`config.mk`:
```
export PLATFORM = sky130hd
export DESIGN_NAME = rdlc_regs
export DESIGN_NICKNAME = d
export VERILOG_FILES = /design/src/rtl/rdlc_pkg.sv /design/src/rtl/rdlc_regs.sv
export SDC_FILE = /design/constraint.sdc
export NUM_CORES = 1
export LEC_CHECK = 0
export ABC_CLOCK_PERIOD_IN_PS = 1400
export BUFFER_PORTS_ARGS = -buffer_cell sky130_fd_sc_hd__buf_2
export CAP_MARGIN = 40
export CORE_AREA = 8 8 78 108
export CTS_BUF_LIST = sky130_fd_sc_hd__clkbuf_4
export DETAILED_ROUTE_END_ITERATION = 10
export DIE_AREA = 0 0 86 116
export HOLD_SLACK_MARGIN = 0.03
export PLACE_DENSITY_LB_ADDON = 0.05
export SLEW_MARGIN = 20
export SYNTH_ARGS = -nofsm -noshare
export SYNTH_HDL_FRONTEND = slang
export SYNTH_SLANG_ARGS = --single-unit
```
`constraint.sdc`:
```
create_clock -name clk_sys_i -period 1.4 [get_ports clk_sys_i]
set_input_delay 0.07 -clock clk_sys_i [delete_from_list [all_inputs] [get_ports clk_sys_i]]
set_output_delay 0.07 -clock clk_sys_i [all_outputs]
set_load 0.005 [all_outputs]
```
`src/rtl/rdlc_pkg.sv`:
```
// Package of constants and types for the radio demodulator loop configuration registers.
// ****************************************
// ****************************************
package rdlc_pkg;
	localparam int ADDR_W = 16;
	localparam int DATA_W = 8;

	// ****************************************
	// Register offsets
	// ****************************************
	localparam logic [15:0] OFF_CAL_CFG = 16'hDF14;
	localparam logic [15:0] OFF_FOC_CFG = 16'hDF15;
	localparam logic [15:0] OFF_BS_CFG = 16'hDF16;
	localparam logic [15:0] OFF_STATUS = 16'hDFF0;

	// ****************************************
	// Reset values and writable masks
	// ****************************************
	localparam logic [7:0] RST_CAL_CFG = 8'h04;
	localparam logic [7:0] RST_FOC_CFG = 8'h76;
	localparam logic [7:0] RST_BS_CFG = 8'h6C;
	localparam logic [7:0] MASK_CAL_CFG = 8'h3F;
	localparam logic [7:0] MASK_FOC_CFG = 8'h7F;
	localparam logic [7:0] MASK_BS_CFG = 8'hFF;

	// ****************************************
	// Field positions
	// ****************************************
	localparam int CAL_SEL_LSB = 4;
	localparam int ATTEN_LSB = 0;
	localparam int FOC_GATE_BIT = 5;
	localparam int FOC_PRE_LSB = 3;
	localparam int FOC_POST_BIT = 2;
	localparam int FREQ_COMP_SATURATION_LSB = 0;
	localparam int CLOCK_REC_PRE_INTEGRAL_GAIN_LSB = 6;
	localparam int CLOCK_REC_PRE_PROPORTIONAL_GAIN_LSB = 4;
	localparam int CLOCK_REC_POST_INTEGRAL_GAIN_BIT = 3;
	localparam int CLOCK_REC_POST_PROPORTIONAL_GAIN_BIT = 2;
	localparam int DATA_RATE_COMP_SATURATION_LSB = 0;

	// ****************************************
	// Calibration modes and field scales
	// ****************************************
	typedef enum logic [1:0] {
		CAL_NEVER = 2'h0,
		CAL_FROM_IDLE = 2'h1,
		CAL_TO_IDLE = 2'h2,
		CAL_TO_IDLE_4TH = 2'h3
	} rdlc_cal_mode_t;
	localparam logic [1:0] CAL_EVERY_NTH_LAST = 2'h3;
	localparam logic [4:0] ATTEN_STEP_DB = 5'h06;
	localparam logic [6:0] DR_LIMIT_STEP = 7'h19;

	// Loop settings as seen by the demodulator.
	typedef struct packed {
		logic freq_freeze;
		logic clock_freeze;
		logic [3:0] freq_gain_half_k;
		logic [1:0] freq_limit_code;
		logic [3:0] int_gain_half_ki;
		logic [2:0] prop_gain_kp;
		logic [6:0] dr_limit_eighth_pct;
	} rdlc_loop_ctrl_t;
endpackage : rdlc_pkg

```
`src/rtl/rdlc_regs.sv`:
```
// Register bank and derived controls for the calibration and demodulator loop settings.
`timescale 1ns/1ps
`default_nettype none
module rdlc_regs (
	// Clock and reset
	input wire logic clk_sys_i,
	input wire logic resetn_i,
	// Register port
	input wire logic [rdlc_pkg::ADDR_W-1:0] reg_addr_i,
	input wire logic [rdlc_pkg::DATA_W-1:0] reg_wdata_i,
	input wire logic reg_wr_i,
	input wire logic reg_rd_i,
	output logic [rdlc_pkg::DATA_W-1:0] reg_rdata_o,
	// Radio state machine events
	input wire logic calibrate_strobe_i,
	input wire logic idle_to_active_i,
	input wire logic auto_return_idle_i,
	output logic cal_start_o,
	// Demodulator status
	input wire logic carrier_sense_i,
	input wire logic sync_found_i,
	// Front end and loop settings
	output logic [1:0] rx_atten_sel_o,
	output logic [4:0] rx_atten_db_o,
	output rdlc_pkg::rdlc_loop_ctrl_t loop_ctrl_o
);

	// ****************************************
	// Register storage
	// ****************************************
	logic [7:0] cal_cfg_r;
	logic [7:0] foc_cfg_r;
	logic [7:0] bs_cfg_r;
	logic [1:0] auto_cnt_r;
	rdlc_pkg::rdlc_cal_mode_t cal_mode;
	rdlc_pkg::rdlc_loop_ctrl_t loop_nxt;
	logic cal_nxt;
	logic [7:0] rdata_nxt;
	logic [7:0] status;

	function automatic logic hit(input logic [15:0] a, input logic [15:0] off);
		hit = (a == off);
	endfunction : hit

	function automatic logic [2:0] times_code(input logic [1:0] code);
		times_code = {1'b0, code} + 3'h1;
	endfunction : times_code

	// Unused bits are masked away so they never store.
	always_ff @(posedge clk_sys_i) begin
		if (!resetn_i) begin
			cal_cfg_r <= rdlc_pkg::RST_CAL_CFG;
		end else if (reg_wr_i && hit(reg_addr_i, rdlc_pkg::OFF_CAL_CFG)) begin
			cal_cfg_r <= reg_wdata_i & rdlc_pkg::MASK_CAL_CFG;
		end
	end

	// Reserved bit 6 keeps whatever software writes; it is expected to write zero.
	always_ff @(posedge clk_sys_i) begin
		if (!resetn_i) begin
			foc_cfg_r <= rdlc_pkg::RST_FOC_CFG;
		end else if (reg_wr_i && hit(reg_addr_i, rdlc_pkg::OFF_FOC_CFG)) begin
			foc_cfg_r <= reg_wdata_i & rdlc_pkg::MASK_FOC_CFG;
		end
	end

	always_ff @(posedge clk_sys_i) begin
		if (!resetn_i) begin
			bs_cfg_r <= rdlc_pkg::RST_BS_CFG;
		end else if (reg_wr_i && hit(reg_addr_i, rdlc_pkg::OFF_BS_CFG)) begin
			bs_cfg_r <= reg_wdata_i & rdlc_pkg::MASK_BS_CFG;
		end
	end

	// ****************************************
	// Read path
	// ****************************************
	assign status = {4'h0, sync_found_i, loop_ctrl_o.freq_freeze, auto_cnt_r};

	always_comb begin
		rdata_nxt = 8'h00;
		if (hit(reg_addr_i, rdlc_pkg::OFF_CAL_CFG)) begin
			rdata_nxt = cal_cfg_r;
		end else if (hit(reg_addr_i, rdlc_pkg::OFF_FOC_CFG)) begin
			rdata_nxt = foc_cfg_r;
		end else if (hit(reg_addr_i, rdlc_pkg::OFF_BS_CFG)) begin
			rdata_nxt = bs_cfg_r;
		end else if (hit(reg_addr_i, rdlc_pkg::OFF_STATUS)) begin
			rdata_nxt = status;
		end
	end

	// Data stand for the one cycle after the strobe, zero otherwise.
	always_ff @(posedge clk_sys_i) begin
		if (!resetn_i) begin
			reg_rdata_o <= 8'h00;
		end else if (reg_rd_i) begin
			reg_rdata_o <= rdata_nxt;
		end else begin
			reg_rdata_o <= 8'h00;
		end
	end

	// ****************************************
	// Synthesizer calibration trigger
	// ****************************************
	assign cal_mode = rdlc_pkg::rdlc_cal_mode_t'(cal_cfg_r[rdlc_pkg::CAL_SEL_LSB +: 2]);

	// The counter only advances in the every-fourth mode, so switching into it starts a fresh count.
	always_ff @(posedge clk_sys_i) begin
		if (!resetn_i) begin
			auto_cnt_r <= 2'h0;
		end else if (cal_mode != rdlc_pkg::CAL_TO_IDLE_4TH) begin
			auto_cnt_r <= 2'h0;
		end else if (auto_return_idle_i) begin
			auto_cnt_r <= auto_cnt_r + 2'h1;
		end
	end

	always_comb begin
		cal_nxt = calibrate_strobe_i;
		unique case (cal_mode)
			rdlc_pkg::CAL_NEVER: cal_nxt = calibrate_strobe_i;
			rdlc_pkg::CAL_FROM_IDLE: cal_nxt = calibrate_strobe_i | idle_to_active_i;
			rdlc_pkg::CAL_TO_IDLE: cal_nxt = calibrate_strobe_i | auto_return_idle_i;
			rdlc_pkg::CAL_TO_IDLE_4TH: cal_nxt = calibrate_strobe_i |
				(auto_return_idle_i && auto_cnt_r == rdlc_pkg::CAL_EVERY_NTH_LAST);
		endcase
	end

	always_ff @(posedge clk_sys_i) begin
		if (!resetn_i) begin
			cal_start_o <= 1'b0;
		end else begin
			cal_start_o <= cal_nxt;
		end
	end

	// ****************************************
	// Receive attenuation
	// ****************************************
	always_ff @(posedge clk_sys_i) begin
		if (!resetn_i) begin
			rx_atten_sel_o <= 2'h0;
			rx_atten_db_o <= 5'h00;
		end else begin
			rx_atten_sel_o <= cal_cfg_r[rdlc_pkg::ATTEN_LSB +: 2];
			rx_atten_db_o <= 5'(cal_cfg_r[rdlc_pkg::ATTEN_LSB +: 2] * rdlc_pkg::ATTEN_STEP_DB);
		end
	end

	// ****************************************
	// Demodulator loop settings
	// ****************************************
	// Freezing follows carrier sense as a level, so a lost carrier freezes the loops again.
	always_comb begin
		loop_nxt.freq_freeze = foc_cfg_r[rdlc_pkg::FOC_GATE_BIT] & ~carrier_sense_i;
		loop_nxt.clock_freeze = foc_cfg_r[rdlc_pkg::FOC_GATE_BIT] & ~carrier_sense_i;
		loop_nxt.freq_gain_half_k = {times_code(foc_cfg_r[rdlc_pkg::FOC_PRE_LSB +: 2]), 1'b0};
		if (sync_found_i && foc_cfg_r[rdlc_pkg::FOC_POST_BIT]) begin
			loop_nxt.freq_gain_half_k = 4'h1;
		end
		loop_nxt.freq_limit_code = foc_cfg_r[rdlc_pkg::FREQ_COMP_SATURATION_LSB +: 2];
		loop_nxt.int_gain_half_ki = {times_code(bs_cfg_r[rdlc_pkg::CLOCK_REC_PRE_INTEGRAL_GAIN_LSB +: 2]), 1'b0};
		if (sync_found_i && bs_cfg_r[rdlc_pkg::CLOCK_REC_POST_INTEGRAL_GAIN_BIT]) begin
			loop_nxt.int_gain_half_ki = 4'h1;
		end
		loop_nxt.prop_gain_kp = times_code(bs_cfg_r[rdlc_pkg::CLOCK_REC_PRE_PROPORTIONAL_GAIN_LSB +: 2]);
		if (sync_found_i && bs_cfg_r[rdlc_pkg::CLOCK_REC_POST_PROPORTIONAL_GAIN_BIT]) begin
			loop_nxt.prop_gain_kp = 3'h1;
		end
		loop_nxt.dr_limit_eighth_pct = 7'h00;
		unique case (bs_cfg_r[rdlc_pkg::DATA_RATE_COMP_SATURATION_LSB +: 2])
			2'h0: loop_nxt.dr_limit_eighth_pct = 7'h00;
			2'h1: loop_nxt.dr_limit_eighth_pct = rdlc_pkg::DR_LIMIT_STEP;
			2'h2: loop_nxt.dr_limit_eighth_pct = 7'(rdlc_pkg::DR_LIMIT_STEP << 1);
			2'h3: loop_nxt.dr_limit_eighth_pct = 7'(rdlc_pkg::DR_LIMIT_STEP << 2);
		endcase
	end

	always_ff @(posedge clk_sys_i) begin
		if (!resetn_i) begin
			loop_ctrl_o <= '0;
		end else begin
			loop_ctrl_o <= loop_nxt;
		end
	end

endmodule : rdlc_regs
`default_nettype wire

```
==> results of run 1 <==
## report_power, final
group	internal [mW]	switching [mW]	leakage, nW
clock network	0.404	0.513	0.0463
logic	0.108	0.119	0.836
registers	1.61	0.00385	0.454
## tightest hold or removal path: stages
cell and delay (ns):
buf_2 0.16, nor2_1 0.09, nand2_1 0.06, nor2_1 0.03
## layout make-up
class,count,area [um2],area share [%]
clock inverters,2,38.8,1.32
multi-input cells,161,1020,34.7
repair buffers,93,563,19.1
well taps,95,119,4.04
clock buffers,6,45.0,1.53
inverters,9,33.8,1.15
flip-flops and latches,56,1120,38.1
## routing by layer
| layer | vias up | wire, um |
|---|---|---|
| met1 | 934 | 2730 |
| met2 | 56 | 3100 |
| li1 | 1020 | - |
| met3 | 7 | 337 |
| met5 | - | 0 |
| met4 | 0 | 108 |
## Yosys cell counts, drive strengths merged
| cell type | n | area (um2) |
|---|---|---|
| dfxtp | 56 | 1120 |
| ha | 9 | 113 |
| a22oi | 3 | 22.5 |
| and4bb | 2 | 25.0 |
| nor2 | 14 | 52.6 |
| clkbuf | 7 | 32.5 |
| a222oi | 1 | 10.0 |
| and3b | 1 | 10.0 |
| nand4 | 5 | 46.3 |
| mux2i | 1 | 10.0 |
| o221ai | 1 | 8.76 |
| and4 | 4 | 40.0 |
| and3 | 7 | 43.8 |
| nand2b | 1 | 6.26 |
| inv | 8 | 30.0 |
| and4b | 2 | 22.5 |
| a21o | 4 | 35.0 |
| buf | 11 | 101 |
| nand2 | 10 | 37.5 |
| and2 | 9 | 56.3 |
| dlygate4sd1 | 1 | 8.76 |
| o21ai | 26 | 130 |
| nor3b | 1 | 7.51 |
| conb | 1 | 3.75 |
| a21oi | 19 | 95.1 |
| nor3 | 1 | 5.00 |
| clkinv | 1 | 3.75 |
| a31oi | 1 | 6.26 |
| or2 | 1 | 6.26 |
| nand3 | 34 | 170 |
| nor4b | 2 | 47.6 |
| xnor2 | 1 | 8.76 |
## logic make-up (layout without fill, tap and decap cells)
group | count (synthesis) | count (layout) | synth area share [%]
other | 1 | 1 | 0.162
buffers and inverters | 28 | 110 | 7.61
AO/OA/AOI/OAI | 55 | 55 | 13.3
XOR/XNOR | 1 | 1 | 0.378
adder cells (fa/ha/maj) | 9 | 9 | 4.86
AND/OR/NAND/NOR | 94 | 94 | 24.9
multiplexers | 1 | 1 | 0.432
flip-flops | 56 | 56 | 48.4
## how the worst min path moves through the flow
stage	start	to	cells after the start
after floorplan	carrier_sense_i	loop_ctrl_o[20]	1
after global placement	carrier_sense_i	loop_ctrl_o[20]	2
after detailed placement	carrier_sense_i	loop_ctrl_o[20]	2
after CTS	reg_addr_i[0]	reg_rdata_o[7]	4
after global routing	reg_addr_i[0]	reg_rdata_o[7]	4
final	reg_addr_i[0]	reg_rdata_o[7]	4
## metrics by stage
stage | utilization (%) | power (mW)
after global routing | 43.2 | 2.87
after global placement | 39.8 | 1.84
final | 43.2 | 2.76
after floorplan | - | 1.74
after detailed placement | 39.8 | 1.84
after CTS | 43.2 | 2.79
## sequential cells by signal (all words and copies together), names as in the netlist
signal	cells
loop_ctrl_o	19
foc_cfg_r	7
cal_start_o	1
rx_atten_sel_o	2
bs_cfg_r	8
rx_atten_db_o	3
auto_cnt_r	2
reg_rdata_o	8
cal_cfg_r	6
==> impl_metrics.tcl, run 1 <==
set metrics [dict create \
    synth_cell_type_count 38 \
    crit_cells 4 \
    routed_via_density 4.78 \
    gr-usage-met2_pct 23.2 \
    placement.cell_area_um2 2710 \
    worst_path_max_delay_cell "dfxtp_1" \
    ys_seq_elements 56 \
    final_worst_path_period_share_pct 85.0 \
    grt_overflow 0 \
    worst_skew_pair.late_latency_ns 0.38 \
    drt-wirelength-per-cell_um 14.9 \
    cts_buffers 5 \
    detailed_place_hpwl_mm 4.61 \
    detail_route.drc_violations 0 \
    clock_tree.root_cell "clkbuf_4" \
    vias 2017 \
    finalMaxSlewViolations 0 \
    worst_setup_ep_type "flip-flop" \
    crit_start "bs_cfg_r[0]" \
    vdd.ir_drop.worst_v 0.000449 \
    fin_area_um2 2940 \
    initial_utilization_pct 34.1 \
    cpPeakStageDelay_ns 0.44 \
    floorplan.io_pins 71 \
    grt_use_total_pct 13.2 \
    drt_iter0_drc 118 \
    power_per_unit_of_standard_cell_area_nw_per_um2 938 \
    setup.worst_path.start_class "flip-flop" \
    top_delay_family_on_crit_path "flip-flops" \
    ff2ff_path_depth 4 \
    period_needed_ns 1.19 \
    static-leakage-power_nw 1.34 \
    grt_pass1_wl_mm 10.4 \
    cts.path.max_buffers 2 \
    synthToLayoutAreaGrowth_pct 26.9 \
    worst_setup_hold_path_clk_slew_ns 0.17 \
    cts.htree.levels 2 \
    detail_route.wirelength_mm 6.27 \
    floorplan.rows 36 \
    ant_nets 0 \
    place.port_buffers 69 \
    die_h_um 116 \
    drive_above_1_share_pct 30.6 \
    filler_cell_count 695 \
    cts.repair_timing.setup_buffer_count 0 \
    timing.final.hold_violations 0 \
    number_of_inserted_diodes 0 \
    antenna_violations_before_repair 0 \
    cp_num_buf_inv 1 \
    grt.met3_usage_pct 3.55 \
    setup_viol 0 \
    finalWeightedCongestion 0.755 \
    final_common_cell "buf_2" \
    yosys_warnings 0 \
    grt_pass1_vias 2140 \
    numPlacedInstances 399 \
    nets 368 \
    timing.rr.end "loop_ctrl_o[5]" \
    clock-sinks 56 \
    setup_repair_after_global_routing_missed_its_margin "false" \
    timing.setup.critical_path_class "flip-flop to flip-flop" \
    fmax_achieved_ghz 0.840 \
    drt_pass1_iterations 4 \
    fin_setup_tns_ns 0 \
    timing.clock.skew_ns 0.0203 \
    synthesis.area_um2 2320 \
    setup_slack_reg_to_reg_ns 0.21 \
    die_x_um 86 \
    cts_repair_resize_count 0 \
    synth-seq-area-share_pct 48.4 \
    hold-worst-slack_ns 0.0455 \
    postSynthAreaPerCell_um2 9.46 \
    layout_setup_ws_ns 0.210 \
    run_status "finished clean" \
    fp.coreArea_um2 6800 \
    mappedNetlistNets 287 \
    postCtsHoldBufs 15 \
    crit_path_cell_trace "inv_1, ha_1, and2_1, or2_2" \
    timing.critical_path.required_ns 1.67 \
    floorplan.die_area_um2 9980 \
    grt_busiest_layer "met2" \
    cts_tree "done" \
    synth_cells 245 \
    grt_util_met1_pct 14.6 \
    finalNonFillerCells 422 \
    mostFrequentLayoutCells "buf_2 (69), dfxtp_1 (56), nand3_1 (34), o21ai_0 (26), a21oi_1 (19)" \
    r2r_start "bs_cfg_r[0]" \
    hp-class "input pin to flip-flop" \
    grt_max_degree 22 \
    crit_fanout 5 \
    dp_worst_setup_slack_ns -0.0146 \
    worst_path_arrival_time_ns 1.46 \
    max_cap_viol_count 0 \
    crit_path_to "loop_ctrl_o[5]" \
]
(Power assumes the default switching activity.)
==> inputs of run 2 (changes only) <==
--- a/config.mk
+++ b/config.mk
@@ -5,7 +5,7 @@
 export SDC_FILE = /design/constraint.sdc
 export NUM_CORES = 1
 export LEC_CHECK = 0
-export ABC_CLOCK_PERIOD_IN_PS = 1400
+export ABC_CLOCK_PERIOD_IN_PS = 1000
 export BUFFER_PORTS_ARGS = -buffer_cell sky130_fd_sc_hd__buf_2
 export CAP_MARGIN = 40
 export CORE_AREA = 8 8 78 108
==> constraint.sdc (replaced) <==
create_clock -name clk_sys_i -period 1 [get_ports clk_sys_i]
set_input_delay 0.05 -clock clk_sys_i [delete_from_list [all_inputs] [get_ports clk_sys_i]]
set_output_delay 0.05 -clock clk_sys_i [all_outputs]
set_load 0.005 [all_outputs]
==> run 2 against run 1 <==
Net effect: the flow now finishes with violations (negative setup slack); critical path type unchanged; wire length up 1.6%; final area up 4.1%; largest cell class unchanged; first-iteration DRC count up 6.8%; critical path depth down 1; hold slack better by 0.033 ns; flip-flop and latch count unchanged; total power up 35%; combinational power up 50%; clock skew down 0.0038 ns; non-clock buffer count up 13; sequential power up 40%.
==> impl_metrics.tcl, run 2 (synthesized netlist as in run 1, its figures left out) <==
set metrics [dict create \
    run_status "finished with violations" \
    failing_checks "negative setup slack" \
    timing.setup.critical_path_class "flip-flop to flip-flop" \
    die_h_um 116 \
    cpPeakStageDelay_ns 0.36 \
    detail_route.wirelength_mm 6.37 \
    placement.cell_area_um2 2820 \
    detailed_place_hpwl_mm 4.73 \
    layout_setup_ws_ns -0.0322 \
    timing.clock.skew_ns 0.0165 \
    wl_met1_mm 2.84 \
    nets 381 \
    grt_overflow 0 \
    dp_worst_setup_slack_ns -0.322 \
    top_delay_family_on_crit_path "compound AO/OA/AOI/OAI gates" \
    cts_buffers 5 \
    final_common_cell "buf_2" \
    floorplan.io_pins 71 \
    r2r_start "auto_cnt_r[1]" \
    route.met2.wl_mm 3.07 \
    totalPowerFinal_mw 3.72 \
    timing.critical_path.required_ns 1.29 \
    cts_tree "done" \
    met3_wirelength_um 384 \
    timing.rr.end "reg_rdata_o[1]" \
    regMostFlops "loop_ctrl_o" \
    crit_fanout 2 \
    worst_skew_pair.late_latency_ns 0.39 \
    routed_via_density 4.76 \
    power_per_unit_of_standard_cell_area_nw_per_um2 1210 \
    ant_nets 0 \
    synthToLayoutAreaGrowth_pct 32.1 \
    cts.htree.levels 2 \
    fin_area_um2 3060 \
    clock-sinks 56 \
    grt_use_total_pct 12.9 \
    ff2ff_path_depth 3 \
    drt_pass1_iterations 4 \
    fp.coreArea_um2 6800 \
    max_cap_viol_count 0 \
    routed.top_layer "met4" \
    worst_path_max_delay_cell "dfxtp_2" \
    worstHoldPathCells 4 \
    setup_slack_reg_to_reg_ns -0.03 \
    final_worst_path_period_share_pct 103 \
    timing.final.hold_violations 0 \
    setup_repair_after_global_routing_missed_its_margin "true" \
    slew_headroom_pct 59.8 \
    static-leakage-power_nw 1.40 \
    grt_pass1_vias 2023 \
    drt_iter0_drc 126 \
    hold_path_startpoint "reg_addr_i[0]" \
    cts.path.max_buffers 2 \
    initial_utilization_pct 34.1 \
    vias 2070 \
    place.port_buffers 69 \
    largest_reg_flops 19 \
    setup.worst_path.start_class "flip-flop" \
    drive_above_1_share_pct 36.2 \
    period_needed_ns 1.03 \
    worst_setup_ep_type "flip-flop" \
    largest_registers "loop_ctrl_o (19), bs_cfg_r (8), reg_rdata_o (8)" \
    drt-wirelength-per-cell_um 14.6 \
    fmax_achieved_ghz 0.969 \
    crit_path_cell_trace "a21o_2, a222oi_1, nor2_1" \
    worst_setup_hold_path_clk_slew_ns 0.18 \
    cp_num_buf_inv 0 \
    floorplan.rows 36 \
    mostFrequentLayoutCells "buf_2 (69), dfxtp_1 (52), nand3_1 (34), buf_4 (21), a21oi_1 (19)" \
    number_of_inserted_diodes 0 \
    vdd.ir_drop.worst_v 0.000569 \
    finalMaxSlewViolations 0 \
    worst_path_arrival_time_ns 1.32 \
    hp-class "input pin to flip-flop" \
    die_x_um 86 \
    grt_pass1_wl_mm 10.1 \
    min_delay_worst_endpoint "reg_rdata_o[6]" \
    detail_route.drc_violations 0 \
    tightestPinTransition_ns 0.602 \
    grt_max_degree 22 \
    clock_tree.root_cell "clkbuf_4" \
    finalWeightedCongestion 0.765 \
    setup_viol 1 \
    floorplan.die_area_um2 9980 \
    antenna_violations_before_repair 0 \
]
run 2: cell count changes in the layout (fill, tap and decap cells not counted), moves of 4 or more:
cell	previous run	this run
buf_4	9	21
dfxtp_2	0	4
o21ai_0	26	17
o21ai_1	0	9
dfxtp_1	56	52
run 2: per-layer routing:
layer,track usage [%],up-vias
met5,0,-
met1,15.0,959
met3,3.76,6
met2,21.7,59
met4,4.46,0
li1,-,1046
run 2: how the worst max path moves through the flow:
| stage | start | end | slack [ns] | cells past startpoint |
|---|---|---|---|---|
| after global routing | auto_cnt_r[1] | reg_rdata_o[1] | -0.08 | 3 |
| after floorplan | reg_addr_i[9] | reg_rdata_o[1] | -0.11 | 6 |
| after global placement | reg_addr_i[5] | reg_rdata_o[1] | -0.31 | 6 |
| after detailed placement | reg_addr_i[5] | reg_rdata_o[3] | -0.32 | 6 |
| final | auto_cnt_r[1] | reg_rdata_o[1] | -0.03 | 3 |
| after CTS | auto_cnt_r[1] | reg_rdata_o[1] | -0.06 | 3 |
run 2: power breakdown:
group / switching [mW] / total, mW / internal [mW] / leakage [nW]
Clock: 0.818 / 1.12 / 0.297 / 0.0333
Sequential: 0.00514 / 2.26 / 2.26 / 0.456
Combinational: 0.173 / 0.341 / 0.168 / 0.909
run 2: what timing repair did:
action | in CTS | in global routing
setup endpoints to repair | 2 | 6
hold buffers | 14 | 1
gates resized for setup | 2 | 4
pin swaps | 2 | 2
buffers inserted | 1 | 0
endpoints found under the hold margin | 31 | 2
run 2: layout make-up:
class                           count  area (um2)
Clock buffer                        5        37.5
Clock inverter                      3        27.5
Tap cell                           95         119
Multi-Input combinational cell    161        1040
Timing Repair Buffer              106         673
Fill cell                         704        3740
Sequential cell                    56        1130
Inverter                            9        33.8
run 2: metrics by stage:
step / util, % / hold WS, ns / setup TNS (ns) / instances
5_1_grt: 45.0 / 0.0840 / -0.116 / 435
2_1_floorplan: - / 0.126 / -2.11 / 245
3_3_place_gp: 41.4 / 0.214 / -7.87 / 411
6_report: 45.0 / 0.0788 / -0.0322 / 435
3_5_place_dp: 41.4 / 0.215 / -7.99 / 411
4_1_cts: 44.6 / 0.0394 / -0.0611 / 434
run 2: tightest hold or removal path, delay by kind of cell:
| kind | cells | cell delay [ns] |
|---|---|---|
| AOI/OAI and AO/OA | 1 | 0.05 |
| and+or+nand+nor | 1 | 0.07 |
| buffers and inverters | 2 | 0.27 |
==> inputs of run 3 (changes only) <==
--- a/config.mk
+++ b/config.mk
@@ -8,10 +8,12 @@
 export ABC_CLOCK_PERIOD_IN_PS = 1000
 export BUFFER_PORTS_ARGS = -buffer_cell sky130_fd_sc_hd__buf_2
 export CAP_MARGIN = 40
-export CORE_AREA = 8 8 78 108
+export CELL_PAD_IN_SITES_DETAIL_PLACEMENT = 0
+export CELL_PAD_IN_SITES_GLOBAL_PLACEMENT = 1
+export CORE_AREA = 8 8 76 111
 export CTS_BUF_LIST = sky130_fd_sc_hd__clkbuf_4
 export DETAILED_ROUTE_END_ITERATION = 10
-export DIE_AREA = 0 0 86 116
+export DIE_AREA = 0 0 84 119
 export HOLD_SLACK_MARGIN = 0.03
 export PLACE_DENSITY_LB_ADDON = 0.05
 export SLEW_MARGIN = 20
==> run 3 against run 2 <==
Net effect: the flow still finishes with violations (negative setup slack); die area is 0.20% higher; worst setup slack worse by 0.0024 ns; first-iteration DRC count is 3.2% higher; via count is 1.5% lower; sequential share of layout area is 0.33 points higher; maximum frequency is 0.24% lower; largest cell class unchanged; hold slack worse by 0.022 ns; highest routed layer unchanged; combinational power is 1% lower.
==> impl_metrics.tcl, run 3 (synthesized netlist as in run 1, its figures left out) <==
set metrics [dict create \
    power_per_unit_of_standard_cell_area_nw_per_um2 1190 \
    fin_setup_tns_ns -0.0361 \
    fin_area_um2 3030 \
    ant_nets 0 \
    nets 381 \
    timing.final.hold_violations 0 \
    share_comb_of_total_power_pct 9.3 \
    hp-class "input pin to flip-flop" \
    mostFrequentLayoutCells "buf_2 (69), dfxtp_1 (52), nand3_1 (34), buf_4 (22), a21oi_1 (19)" \
    regMostFlops "loop_ctrl_o" \
    top_delay_family_on_crit_path "compound AO/OA/AOI/OAI gates" \
    crit_fanout 2 \
    grt_use_total_pct 12.6 \
    worst_path_max_delay_cell "dfxtp_2" \
    cp_num_buf_inv 0 \
    drive_above_1_share_pct 36.5 \
    cpPeakStageDelay_ns 0.36 \
    p_switching_mw 0.917 \
    filler_cell_count 702 \
    largest_reg_flops 19 \
    cts.htree.levels 2 \
    floorplan.rows 37 \
    drt-wirelength-per-cell_um 15.3 \
    failing_checks "negative setup slack" \
    clock_tree.root_cell "clkbuf_4" \
    power.sequential.fraction_pct 62.5 \
    gr-usage-met2_pct 21.5 \
    finalWeightedCongestion 0.729 \
    cts_tree "done" \
    number_of_inserted_diodes 0 \
    routed_via_density 4.88 \
    run_status "finished with violations" \
    floorplan.die_area_um2 10000 \
    worst_setup_hold_path_clk_slew_ns 0.16 \
    clock-sinks 56 \
    worstHoldPathCells 3 \
    crit_path_cell_trace "a21o_2, a222oi_1, nor2_1" \
    placement.cell_area_um2 2810 \
    detail_route.drc_violations 0 \
    power.switching_fraction_pct 25.4 \
    floorplan.io_pins 71 \
    setup_viol 2 \
    grt_max_degree 22 \
    detail_route.wirelength_mm 6.42 \
    place.port_buffers 69 \
    worst_skew_pair.late_latency_ns 0.37 \
    initial_utilization_pct 34.1 \
    drt_iter0_drc 130 \
    die_h_um 119 \
    ff2ff_path_depth 3 \
    power_report.internal_total_mw 2.70 \
    clock_power_share_pct 28.2 \
    worst_path_arrival_time_ns 1.31 \
    final_common_cell "buf_2" \
    drt_pass1_iterations 4 \
    finalMaxSlewViolations 0 \
    largest_registers "loop_ctrl_o (19), bs_cfg_r (8), reg_rdata_o (8)" \
    crit_cells 3 \
    detailed_place_hpwl_mm 4.72 \
    vdd.ir_drop.worst_v 0.000544 \
    cts.path.max_buffers 2 \
    fp.coreArea_um2 6810 \
    final_worst_path_period_share_pct 103 \
    dp_worst_setup_slack_ns -0.339 \
    die_x_um 84 \
    grt_pass1_wl_mm 10.4 \
    timing.setup.critical_path_class "flip-flop to flip-flop" \
    vias 2038 \
    hold-worst-slack_ns 0.0570 \
    grt_overflow 0 \
    antenna_violations_before_repair 0 \
    worst_setup_ep_type "flip-flop" \
    cts_buffers 5 \
    grt_pass1_vias 2123 \
    grt_busiest_layer "met2" \
    setup_repair_after_global_routing_missed_its_margin "true" \
    slew_headroom_pct 56.5 \
    grt_util_met1_pct 14.8 \
    fmax_achieved_ghz 0.966 \
    static-leakage-power_nw 1.39 \
    synthToLayoutAreaGrowth_pct 30.9 \
    totalPowerFinal_mw 3.62 \
    layout_setup_ws_ns -0.0347 \
    timing.clock.skew_ns 0.0133 \
    period_needed_ns 1.03 \
    max_cap_viol_count 0 \
    grt.met3_usage_pct 3.48 \
    setup.worst_path.start_class "flip-flop" \
    tightestPinTransition_ns 0.653 \
    timing.critical_path.required_ns 1.27 \
]
[run 3: through the flow]
step | util, % | cells
after detailed placement | 41.2 | 395
after global routing | 44.6 | 418
after global placement | 41.2 | 395
after floorplan | - | 245
after CTS | 44.3 | 418
final | 44.6 | 418
[run 3: area by class of cell]
class | instances | area (um2) | area share, %
Timing Repair Buffer | 106 | 671 | 22.1
Tap cell | 78 | 97.6 | 3.22
Sequential cell | 56 | 1130 | 37.1
Clock buffer | 5 | 37.5 | 1.24
Multi-Input combinational cell | 161 | 1050 | 34.5
Inverter | 9 | 33.8 | 1.11
Clock inverter | 3 | 21.3 | 0.701
[run 3: timing repair]
action,in CTS,in global routing
pin swaps,2,1
resized for setup,3,3
setup endpoints to repair,2,5
hold endpoints to repair,30,0
buffers inserted,1,0
hold buffers,14,0
[run 3: final timing paths]
| check | start | endpoint | slack (ns) |
|---|---|---|---|
| setup / recovery | auto_cnt_r[1] | reg_rdata_o[1] | -0.03 |
| hold / removal | resetn_i | rx_atten_db_o[3] | 0.06 |
| setup reg to reg | auto_cnt_r[1] | reg_rdata_o[1] | -0.03 |
| hold reg to reg | foc_cfg_r[6] | reg_rdata_o[6] | 0.48 |
[run 3: metal layers]
layer | vias up | share of wire, %
met5 | - | 0
met4 | 0 | 1.0
met3 | 6 | 5.2
met2 | 58 | 50
met1 | 931 | 44
li1 | 1043 | -
[run 3: tightest hold or removal path, delay by kind of cell]
family                 cells  cell delay [ns]
AND/OR/NAND/NOR            1             0.11
buffers and inverters      2             0.25
[run 3: power by group through the flow]
stage               Sequential [mW]  Combinational [mW]  Clock, mW
global route                   2.26               0.370       1.12
CTS                            2.26               0.341       1.07
detailed placement             2.31               0.299          0
finish                         2.26               0.337       1.02
global placement               2.31               0.297          0
floorplan                      2.31               0.132          0
